### src/design/etxc_defs.vh
// constants for the ethernet transmit control and dma busy block
`ifndef ETXC_DEFS_VH
`define ETXC_DEFS_VH
`define ETXC_CLK_MHZ 50
`define ETXC_RST_GAP_NS 1600
`define ETXC_RST_GAP_CYC ((`ETXC_RST_GAP_NS * `ETXC_CLK_MHZ + 999) / 1000)
`define ETXC_CNT_W 8
`define ETXC_DATA_W 8
`define ETXC_FIFO_DEPTH 16
`define ETXC_FIFO_AW 4
`define ETXC_DMA_LEN_W 13
`define ETXC_CTL_TX_REQ 3
`define ETXC_CTL_DMA_BUSY 5
`define ETXC_CTL_TX_RST 7
`define ETXC_FLG_TX_ERR 1
`define ETXC_FLG_TX_DONE 3
`define ETXC_ST_IDLE 3'h1
`define ETXC_ST_SEND 3'h2
`define ETXC_ST_HOLD 3'h4
`endif

### src/design/etxc_fifo.v
// parameterised valid/ready fifo for transmit frame bytes
`timescale 1ns/1ps
module etxc_fifo #(
  parameter WIDTH = 8,
  parameter DEPTH = 16,
  parameter AW = 4
) (
  input wire clk_i,
  input wire reset_n_i,
  input wire flush_i,
  input wire in_valid_i,
  output wire in_ready_o,
  input wire [WIDTH-1:0] in_data_i,
  output wire out_valid_o,
  input wire out_ready_i,
  output wire [WIDTH-1:0] out_data_o
);
  reg [WIDTH-1:0] mem [0:DEPTH-1];
  reg [AW-1:0] wr_q;
  reg [AW-1:0] rd_q;
  reg [AW:0] cnt_q;
  wire push;
  wire pop;
  assign in_ready_o = (cnt_q != DEPTH);
  assign out_valid_o = (cnt_q != {(AW+1){1'b0}});
  assign out_data_o = mem[rd_q];
  assign push = in_valid_i & in_ready_o;
  assign pop = out_valid_o & out_ready_i;
  // storage has no reset; only the pointers and the fill count need a defined value
  always @(posedge clk_i) begin
    if (push) begin
      mem[wr_q] <= in_data_i;
    end
  end
  // pointers and fill count; flush drops everything queued
  always @(posedge clk_i or negedge reset_n_i) begin
    if (!reset_n_i) begin
      wr_q <= {AW{1'b0}};
      rd_q <= {AW{1'b0}};
      cnt_q <= {(AW+1){1'b0}};
    end else if (flush_i) begin
      wr_q <= {AW{1'b0}};
      rd_q <= {AW{1'b0}};
      cnt_q <= {(AW+1){1'b0}};
    end else begin
      if (push) begin
        wr_q <= wr_q + {{(AW-1){1'b0}}, 1'b1};
      end
      if (pop) begin
        rd_q <= rd_q + {{(AW-1){1'b0}}, 1'b1};
      end
      if (push & ~pop) begin
        cnt_q <= cnt_q + {{AW{1'b0}}, 1'b1};
      end else if (pop & ~push) begin
        cnt_q <= cnt_q - {{AW{1'b0}}, 1'b1};
      end
    end
  end
endmodule

### src/design/etxc_top.v
// transmit start, reset, completion control and dma busy tracking
`timescale 1ns/1ps
`include "etxc_defs.vh"
//////////////////////////////////////////////////////////////////////////////
module etxc_top (
  input wire ref_clk_i,
  input wire reset_n_i,
  input wire transmit_request_set_i,
  input wire transmit_request_clr_i,
  input wire transmit_logic_reset_i,
  input wire done_flag_clr_i,
  input wire error_flag_clr_i,
  input wire half_duplex_i,
  input wire tx_in_valid_i,
  output reg tx_in_ready_o,
  input wire [`ETXC_DATA_W-1:0] tx_in_data_i,
  input wire tx_in_last_i,
  output reg phy_tx_en_o,
  output reg [`ETXC_DATA_W-1:0] phy_tx_data_o,
  input wire phy_collision_i,
  input wire phy_abort_i,
  input wire dma_start_i,
  input wire [`ETXC_DMA_LEN_W-1:0] dma_len_i,
  input wire rx_frame_event_i,
  output reg transmit_request_o,
  output reg transmit_done_flag_o,
  output reg transmit_error_flag_o,
  output reg dma_busy_o,
  output reg dma_done_o,
  output reg reset_gap_busy_o
);
  // gap length is worked out in integer arithmetic, then cut to the counter width on purpose
  localparam integer GAP_CYC_INT = `ETXC_RST_GAP_CYC;
  localparam [`ETXC_CNT_W-1:0] GAP_CYC = GAP_CYC_INT[`ETXC_CNT_W-1:0];
  reg [2:0] state_q;
  reg [2:0] state_d;
  reg [`ETXC_CNT_W-1:0] gap_q;
  reg [`ETXC_DMA_LEN_W-1:0] dma_cnt_q;
  reg last_q;
  wire f_ready;
  wire f_valid;
  wire f_last;
  wire [`ETXC_DATA_W-1:0] f_data;
  wire [`ETXC_DATA_W:0] f_word;
  wire send_pop;
  wire tx_end_ok;
  wire tx_end_err;
  //////////////////////////////////////////////////////////////////////////////
  // one-hot state decode, shared by the pop, abort, close and reset paths
  function etxc_in_state;
    input [2:0] current;
    input [2:0] wanted;
    begin
      etxc_in_state = |(current & wanted);
    end
  endfunction
  // reset gap over; shared by the start test and the gap countdown
  function etxc_gap_over;
    input [`ETXC_CNT_W-1:0] count;
    begin
      etxc_gap_over = (count == {`ETXC_CNT_W{1'b0}});
    end
  endfunction
  //////////////////////////////////////////////////////////////////////////////
  // frame bytes plus end marker travel through the fifo; reset flushes it
  etxc_fifo #(
    .WIDTH(`ETXC_DATA_W + 1),
    .DEPTH(`ETXC_FIFO_DEPTH),
    .AW(`ETXC_FIFO_AW)
  ) u_fifo (
    .clk_i(ref_clk_i),
    .reset_n_i(reset_n_i),
    .flush_i(transmit_logic_reset_i),
    .in_valid_i(tx_in_valid_i),
    .in_ready_o(f_ready),
    .in_data_i({tx_in_last_i, tx_in_data_i}),
    .out_valid_o(f_valid),
    .out_ready_i(send_pop),
    .out_data_o(f_word)
  );
  // split the fifo word back into the end marker and the byte
  assign f_last = f_word[`ETXC_DATA_W];
  assign f_data = f_word[`ETXC_DATA_W-1:0];
  // no pop once the end marker left, so the next frame's bytes wait their turn
  assign send_pop = etxc_in_state(state_q, `ETXC_ST_SEND) & f_valid & ~last_q;
  // abort only counts in half duplex; a reset mid-frame is handled separately
  assign tx_end_err = etxc_in_state(state_q, `ETXC_ST_SEND) & half_duplex_i & phy_abort_i;
  assign tx_end_ok = etxc_in_state(state_q, `ETXC_ST_HOLD);
  //////////////////////////////////////////////////////////////////////////////
  // sequencer: idle waits for request, send streams, hold closes the frame
  always @* begin
    state_d = state_q;
    case (state_q)
      `ETXC_ST_IDLE: begin
        if (transmit_request_o & etxc_gap_over(gap_q)) begin
          state_d = `ETXC_ST_SEND;
        end
      end
      `ETXC_ST_SEND: begin
        if (tx_end_err | ~transmit_request_o) begin
          state_d = `ETXC_ST_IDLE;
        end else if (send_pop & f_last) begin
          state_d = `ETXC_ST_HOLD;
        end
      end
      `ETXC_ST_HOLD: begin
        state_d = `ETXC_ST_IDLE;
      end
      default: begin
        state_d = `ETXC_ST_IDLE;
      end
    endcase
  end
  //////////////////////////////////////////////////////////////////////////////
  // transmit control state; reset touches nothing on the receive or dma side
  always @(posedge ref_clk_i or negedge reset_n_i) begin
    if (!reset_n_i) begin
      state_q <= `ETXC_ST_IDLE;
      gap_q <= {`ETXC_CNT_W{1'b0}};
      last_q <= 1'b0;
      transmit_request_o <= 1'b0;
      transmit_done_flag_o <= 1'b0;
      transmit_error_flag_o <= 1'b0;
      phy_tx_en_o <= 1'b0;
      phy_tx_data_o <= {`ETXC_DATA_W{1'b0}};
      tx_in_ready_o <= 1'b0;
      reset_gap_busy_o <= 1'b0;
    end else begin
      // ready is a cycle late; a writer pacing a nearly full fifo by it loses bytes
      tx_in_ready_o <= f_ready;
      if (transmit_logic_reset_i) begin
        state_q <= `ETXC_ST_IDLE;
        transmit_request_o <= 1'b0;
        gap_q <= GAP_CYC;
        last_q <= 1'b0;
        phy_tx_en_o <= 1'b0;
        reset_gap_busy_o <= 1'b1;
        // an in-flight frame killed by reset reports as error
        if (!etxc_in_state(state_q, `ETXC_ST_IDLE)) begin
          transmit_error_flag_o <= 1'b1;
        end else if (error_flag_clr_i) begin
          transmit_error_flag_o <= 1'b0;
        end
        if (done_flag_clr_i) begin
          transmit_done_flag_o <= 1'b0;
        end
      end else begin
        state_q <= state_d;
        if (!etxc_gap_over(gap_q)) begin
          gap_q <= gap_q - {{(`ETXC_CNT_W-1){1'b0}}, 1'b1};
        end
        reset_gap_busy_o <= (gap_q > {{(`ETXC_CNT_W-1){1'b0}}, 1'b1});
        // request: end of frame clears it, whether good or abandoned
        if (tx_end_ok | tx_end_err) begin
          transmit_request_o <= 1'b0;
        end else if (transmit_request_set_i) begin
          transmit_request_o <= 1'b1;
        end else if (transmit_request_clr_i) begin
          transmit_request_o <= 1'b0;
        end
        // flags: a set in the clear cycle wins
        if (tx_end_ok) begin
          transmit_done_flag_o <= 1'b1;
        end else if (done_flag_clr_i) begin
          transmit_done_flag_o <= 1'b0;
        end
        if (tx_end_err) begin
          transmit_error_flag_o <= 1'b1;
        end else if (error_flag_clr_i) begin
          transmit_error_flag_o <= 1'b0;
        end
        // phy drive; collisions are ignored here, abort drops drive
        if (send_pop & ~tx_end_err) begin
          phy_tx_en_o <= 1'b1;
          phy_tx_data_o <= f_data;
          last_q <= f_last;
        end else if (state_d != `ETXC_ST_SEND) begin
          phy_tx_en_o <= 1'b0;
          last_q <= 1'b0;
        end
      end
    end
  end
  //////////////////////////////////////////////////////////////////////////////
  // dma copy engine busy tracking; receive events cannot stall it
  always @(posedge ref_clk_i or negedge reset_n_i) begin
    if (!reset_n_i) begin
      dma_busy_o <= 1'b0;
      dma_done_o <= 1'b0;
      dma_cnt_q <= {`ETXC_DMA_LEN_W{1'b0}};
    end else begin
      // done is a one-cycle pulse, raised only in the cycle the count runs out
      dma_done_o <= 1'b0;
      if (dma_busy_o) begin
        if (dma_cnt_q == {`ETXC_DMA_LEN_W{1'b0}}) begin
          dma_busy_o <= 1'b0;
          dma_done_o <= 1'b1;
        end else begin
          dma_cnt_q <= dma_cnt_q - {{(`ETXC_DMA_LEN_W-1){1'b0}}, 1'b1};
        end
      end else if (dma_start_i) begin
        dma_busy_o <= 1'b1;
        dma_cnt_q <= dma_len_i;
      end
    end
  end
endmodule

### config.mk
export PLATFORM = sky130hd
export DESIGN_NAME = etxc_top
export DESIGN_NICKNAME = d
export VERILOG_FILES = /design/src/design/etxc_fifo.v /design/src/design/etxc_top.v
export VERILOG_INCLUDE_DIRS = /design/src /design/src/design
export SDC_FILE = /design/constraint.sdc
export NUM_CORES = 1
export LEC_CHECK = 0
export BUFFER_PORTS_ARGS = -buffer_cell sky130_fd_sc_hd__buf_2
export CORE_MARGIN = 2
export CORE_UTILIZATION = 30
export DETAILED_ROUTE_END_ITERATION = 16
export PLACE_DENSITY_LB_ADDON = 0.25
export RECOVER_POWER = 25
export SLEW_MARGIN = 20
export SYNTH_ARGS = -nofsm -noshare
export SYNTH_HDL_FRONTEND = slang
export SYNTH_SLANG_ARGS = --single-unit
### constraint.sdc
create_clock -name ref_clk_i -period 5.3 [get_ports ref_clk_i]
set_clock_uncertainty 0.2 [all_clocks]
set_input_delay 1.06 -clock ref_clk_i [delete_from_list [all_inputs] [get_ports ref_clk_i]]
set_output_delay 1.06 -clock ref_clk_i [all_outputs]
set_load 0.005 [all_outputs]
==> results of run 1 <==
-- per-stage QoR --
stage / instance area, um^2 / utilization, % / power (mW)
6_report: 9690 / 34.9 / 3.46
3_5_place_dp: 9080 / 32.7 / 2.18
5_1_grt: 9690 / 34.9 / 3.62
3_3_place_gp: 9080 / 32.7 / 2.16
2_1_floorplan: 8460 / - / 2.06
4_1_cts: 9700 / 34.9 / 3.50
-- how the worst min path moves through the flow --
stage	from	to	slack [ps]	cells past startpoint
global route	state_q[2]	transmit_request_o	310	1
floorplan	state_q[2]	transmit_request_o	240	1
detailed placement	state_q[2]	transmit_request_o	280	1
global placement	state_q[2]	transmit_request_o	270	1
CTS	state_q[2]	transmit_request_o	290	1
finish	state_q[2]	transmit_request_o	290	1
-- flip-flops by register name, summed over array words and instances (netlist names), 3 cells and up --
name	flops
dma_cnt_q	13
u_fifo.wr_q	4
u_fifo.rd_q	4
u_fifo.cnt_q	5
u_fifo.mem	144
gap_q	8
state_q	3
phy_tx_data_o	8
-- layout make-up --
class / instances / area (um^2)
well taps: 378 / 473
flip-flops and latches: 198 / 5680
multi-input cells: 299 / 2610
clock inverters: 15 / 190
inverters: 15 / 57.6
fillers: 2709 / 18100
clock buffers: 17 / 425
repair buffers: 52 / 259
-- per-layer routing --
layer  track usage, %  wire (um)  up-vias
met3             2.86        655        8
met1             17.5       8490     2498
met4             3.40        137        0
met5                0          0        -
met2             21.7       8940       89
li1                 -          -     2203
-- cell usage in the layout (no fill, tap or decap), types with 5 or more instances in the layout --
master     count
clkbuf_1       9
a21oi_1       21
edfxtp_1     144
o211ai_1       7
nand2b_1       7
dfrtp_1       52
nor2_1        23
nor2b_1        6
clkbuf_16     17
ha_1          13
xor2_1         7
xnor2_1        5
clkinv_8       5
mux2i_1        7
and2_1        14
nand4_1        5
o21ai_0       11
a211oi_1       6
nand3_1        6
nor3_1         8
inv_1         12
o22ai_1       21
buf_2         39
nand2_1       24
mux4_2        35
a2bb2oi_1      5
mux2_2        10
-- power breakdown --
| group | internal (mW) | switching [mW] |
|---|---|---|
| registers | 1.75 | 0.0781 |
| clock network | 0.649 | 0.670 |
| logic | 0.138 | 0.181 |
-- logic make-up (layout without fill, tap and decap cells) --
kind of cell,after synthesis,after routing,synth area share (%)
AO/OA/AOI/OAI,100,100,7.96
XOR/XNOR,13,13,1.43
adder cells (fa/ha/maj),14,14,2.16
buffers and inverters,40,99,2.13
flip-flops,198,198,67.1
multiplexers,52,52,11.5
AND/OR/NAND/NOR,120,120,7.76
==> results.json, run 1 <==
{
  "ff2ff_path_depth": 8,
  "synth_top_cell_area_share_pct": 51.1,
  "wl_um": 18200,
  "synthArstFlopShare_pct": 27.3,
  "dieHeight_um": 172,
  "hold_violations": 0,
  "ys_ff_latch": 198,
  "finalHoldWorstSlack_ps": 286,
  "reg2reg_to": "u_fifo.cnt_q[4]",
  "cts_buffers": 17,
  "drc": 0,
  "tritoncts": "yes",
  "yosys.area.top_type": "edfxtp_1",
  "syn-num-nets": 586,
  "rows": 61,
  "grt_pass1_vias": 4943,
  "postCtsSetupBuffers": 0,
  "synth_edf_count": 144,
  "ant_nets": 0,
  "setup_tns_ps": 0,
  "slew_headroom_pct": 33.1,
  "fmaxAchievable_ghz": 0.289,
  "crit_family": "simple AND/OR/NAND/NOR gates",
  "post-dp-hpwl_um": 11700,
  "cts_max_path_buffers": 2,
  "nets": 632,
  "cts_sinks": 198,
  "grt_pass1_wl_um": 28700,
  "r2r_setup_slack_ps": 1840,
  "grt_max_degree": 55,
  "coreArea_um2": 27800,
  "crit_path_start_kind": "register",
  "die_area_um2": 29600,
  "power_leakage_nw": 3.36,
  "worstSetupPathType": "register to register",
  "endpoint": "u_fifo.cnt_q[4]",
  "dr.first_iter.drc_count": 361,
  "avgSynthCellArea_um2": 15.8,
  "yosys_most_used_dff": "edfxtp_1",
  "io_pins": 51,
  "powerDensity_nw_per_um2": 357,
  "worstMarginPinSlew_ps": 994,
  "grt_usage_pct": 13.1,
  "fin_crit_sh_pct": 65.4,
  "end_kind": "register",
  "ys_seq_area_share_pct": 67.1,
  "start_util_pct": 30.5,
  "clock-root-buffer": "clkbuf_16",
  "slew_violations": 0,
  "drtPass1Iterations": 7,
  "setup_viol_count_final": 0,
  "drive_gt1_share_pct": 22.8,
  "post_cts_resize_count": 0,
  "yosys-top-cells-count": "edfxtp_1 (144), dfrtp_1 (53), mux4_2 (35)",
  "synth_most_common_cell": "edfxtp_1",
  "syn_to_final_growth_pct": 14.5,
  "overflow": 0,
  "cp.arrival_ps": 3560,
  "ir_drop_mv": 0.195,
  "crit_path_cell_trace": "or4_1, o21ai_0, nand2_1, fa_1, a21o_1, a21o_1, o211ai_1, nand4_1",
  "netlist_instances": 537,
  "num_vias": 4798,
  "crit_path_start": "u_fifo.cnt_q[0]",
  "synthesis.area_um2": 8460,
  "hold_path.class": "register to register",
  "antennaDiodeCount": 0,
  "wl_per_cell_um": 18.7,
  "status": "finished clean",
  "dp_cells": 942,
  "synth_area_leaders": "edfxtp_1 (51%), dfrtp_1 (16%), mux4_2 (9.3%)",
  "gp_congestion": 0.774,
  "ys_warn_count": 0,
  "setup_slack_ps": 1840,
  "die_w_um": 172,
  "path_clk_slew_ps": 80,
  "hold_buffers": 0,
  "worstPathBufferInverterCount": 0,
  "slowest_stage": "or4_1",
  "worstPathRequired_ps": 5390,
  "portBuffers": 48,
  "clkLatencyLatePin_ps": 440,
  "r2r_start": "u_fifo.cnt_q[0]",
  "cpPeakStageDelay_ps": 690,
  "dp_slack_ps": 1880,
  "final_cell_count_no_fill": 974,
  "cp.depth": 8,
  "synth_cell_types": 66,
  "cp_max_fo": 7,
  "maxCapViolations": 0,
  "viasPerCell": 4.93,
  "period_needed_ps": 3460,
  "rsz0062_at_grt": "false",
  "cpMostUsedCell": "a21o_1",
  "h-tree-depth": 4,
  "antenna_found_initial": 0
}
(Power assumes the default switching activity.)
==> run 2: changes to the inputs <==
--- a/config.mk
+++ b/config.mk
@@ -6,6 +6,7 @@
 export SDC_FILE = /design/constraint.sdc
 export NUM_CORES = 1
 export LEC_CHECK = 0
+export ABC_AREA = 1
 export BUFFER_PORTS_ARGS = -buffer_cell sky130_fd_sc_hd__buf_2
 export CORE_MARGIN = 2
 export CORE_UTILIZATION = 30
==> constraint.sdc (replaced) <==
create_clock -name ref_clk_i -period 3.1 [get_ports ref_clk_i]
set_clock_uncertainty 0.2 [all_clocks]
set_input_delay 0.62 -clock ref_clk_i [delete_from_list [all_inputs] [get_ports ref_clk_i]]
set_output_delay 0.62 -clock ref_clk_i [all_outputs]
set_load 0.005 [all_outputs]
==> results.json, run 2 <==
{
  "synthArstFlopShare_pct": 27.3,
  "syn-num-nets": 849,
  "rows": 62,
  "start_util_pct": 30.4,
  "grt_usage_pct": 13.9,
  "largest-register": "u_fifo.mem",
  "crit_path_start": "u_fifo.cnt_q[0]",
  "num_vias": 5835,
  "die_w_um": 174,
  "h-tree-depth": 4,
  "cp.arrival_ps": 2600,
  "io_pins": 51,
  "drive_gt1_share_pct": 14.6,
  "dieHeight_um": 174,
  "cpPeakStageDelay_ps": 450,
  "synth_cell_types": 39,
  "tritoncts": "yes",
  "post_cts_resize_count": 0,
  "slew_headroom_pct": 44.8,
  "die_area_um2": 30400,
  "postCtsSetupBuffers": 0,
  "setup_viol_count_final": 0,
  "reg2reg_to": "u_fifo.cnt_q[4]",
  "nets": 906,
  "top_regs": "u_fifo.mem: 144 flops, dma_cnt_q: 13 flops",
  "worstPathRequired_ps": 3270,
  "dr.first_iter.drc_count": 447,
  "yosys-top-cells-count": "nor2_1 (150), edfxtp_1 (144), nand2_1 (106)",
  "cp.depth": 12,
  "place_area_um2": 9380,
  "ys_warn_count": 0,
  "synth_top_cell_area_share_pct": 49.7,
  "yosys.area.top_type": "edfxtp_1",
  "setup_tns_ps": 0,
  "ff_latch_area_um2": 5680,
  "grt_pass1_wl_um": 32300,
  "filler_cell_count": 2845,
  "antennaDiodeCount": 0,
  "final_cell_count_no_fill": 1254,
  "multi_input_area_um2": 2600,
  "coreArea_um2": 28600,
  "syn_to_final_growth_pct": 14.4,
  "gp_congestion": 0.805,
  "dp_slack_ps": 685,
  "synth_most_common_cell": "nor2_1",
  "crit_family": "simple AND/OR/NAND/NOR gates",
  "synth_area_leaders": "edfxtp_1 (50%), dfrtp_1 (15%), nor2_1 (6.5%)",
  "maxCapViolations": 0,
  "ff2ff_path_depth": 12,
  "status": "finished clean",
  "final_cell_mix": "nor2_1 (150), edfxtp_1 (144), nand2_1 (106)",
  "slowest_stage": "dfrtp_1",
  "grt_pass1_vias": 5758,
  "avgSynthCellArea_um2": 10.9,
  "overflow": 0,
  "wl_um": 20300,
  "antenna_found_initial": 2,
  "ys_ff_latch": 198,
  "powerDensity_nw_per_um2": 621,
  "hold_path.class": "primary input to async pin",
  "synthesis.area_um2": 8710,
  "final_common_cell": "nor2_1",
  "ant_nets": 0,
  "worstPathBufferInverterCount": 2,
  "path_clk_slew_ps": 70,
  "cts_max_path_buffers": 2,
  "post-dp-hpwl_um": 12900,
  "cpMostUsedCell": "nand2_2",
  "largest_reg_flops": 144,
  "hold_buffers": 0,
  "fmaxAchievable_ghz": 0.411,
  "slew_violations": 0,
  "cp_max_fo": 7,
  "r2r_setup_slack_ps": 670,
  "netlist_instances": 800,
  "wl_per_cell_um": 16.1,
  "dp_cells": 1222,
  "crit_path_start_kind": "register",
  "ys_seq_area_share_pct": 65.2,
  "drc": 0,
  "portBuffers": 48,
  "worstMarginPinSlew_ps": 828,
  "cts_sinks": 198,
  "finalHoldWorstSlack_ps": 124,
  "r2r_start": "u_fifo.cnt_q[0]",
  "clock-root-buffer": "clkbuf_16",
  "grt_max_degree": 75,
  "crit_path_cell_trace": "nor2_1, nand4_1, nand2_2, inv_2, nand2_2, ha_1, inv_1, o21bai_1, a31oi_1, nand3b_1, nand3_1, nand2_1",
  "setup_slack_ps": 667,
  "synth_edf_count": 144,
  "rsz0062_at_grt": "false",
  "power_leakage_nw": 3.81,
  "clkLatencyLatePin_ps": 430,
  "design_area_um2": 9960,
  "hold_violations": 0,
  "cts_buffers": 17,
  "period_needed_ps": 2430,
  "ir_drop_mv": 0.414,
  "drtPass1Iterations": 5,
  "viasPerCell": 4.65,
  "fin_crit_sh_pct": 78.5,
  "worstSetupPathType": "register to register",
  "end_kind": "register",
  "yosys_most_used_dff": "edfxtp_1"
}
[run 2: area by class of cell]
class                      count  share of cell area, %
sequential                   198                   57.0
multi-input combinational    515                   26.1
tap                          384                   4.82
clock buffer                  20                   4.38
timing repair buffer          73                   4.21
inverter                      52                   1.98
clock inverter                12                   1.53
[run 2: metrics by stage]
stage / util (%) / power (mW)
6_report: 34.8 / 6.19
5_1_grt: 34.8 / 6.48
4_1_cts: 34.8 / 6.25
3_5_place_dp: 32.8 / 4.01
3_3_place_gp: 32.8 / 3.99
2_1_floorplan: - / 3.77
[run 2: worst reg2reg max path: stages (launching register included)]
cell	delay [ps]
dfrtp_1	450
nor2_1	210
nand4_1	160
nand2_2	170
inv_2	90
nand2_2	150
ha_1	270
inv_1	90
o21bai_1	80
a31oi_1	230
nand3b_1	150
nand3_1	70
nand2_1	60
[run 2: how the worst max path moves through the flow]
stage / end / slack (ps)
floorplan: u_fifo.cnt_q[4] / 1030
detailed placement: u_fifo.cnt_q[4] / 690
global placement: u_fifo.mem[0][4] / 720
finish: u_fifo.cnt_q[4] / 670
CTS: u_fifo.cnt_q[4] / 670
global route: u_fifo.cnt_q[4] / 400
[run 2: metal layers]
layer | track usage, % | up-vias | share of wire [%] | routed length [um]
li1 | - | 2889 | - | -
met1 | 18.9 | 2807 | 47 | 9530
met2 | 22.4 | 112 | 47 | 9610
met3 | 2.32 | 23 | 3.7 | 751
met4 | 4.69 | 4 | 1.6 | 334
met5 | 0 | - | 0.15 | 30
[run 2: cells by family (layout without fill, tap and decap cells)]
logic type / Yosys count / count (layout) / synth area share (%)
AO/OA/AOI/OAI: 157 / 157 / 10.7
XOR/XNOR: 8 / 8 / 0.805
adder cells (fa/ha/maj): 14 / 14 / 2.10
buffers and inverters: 87 / 157 / 4.96
flip-flops: 198 / 198 / 65.2
AND/OR/NAND/NOR: 336 / 336 / 16.2
[run 2: power by group]
group | leakage (nW) | internal [mW] | switching (mW)
clock | 0.278 | 1.27 | 0.971
sequential | 1.98 | 3.02 | 0.134
combinational | 1.54 | 0.306 | 0.484
total | 3.81 | 4.60 | 1.59
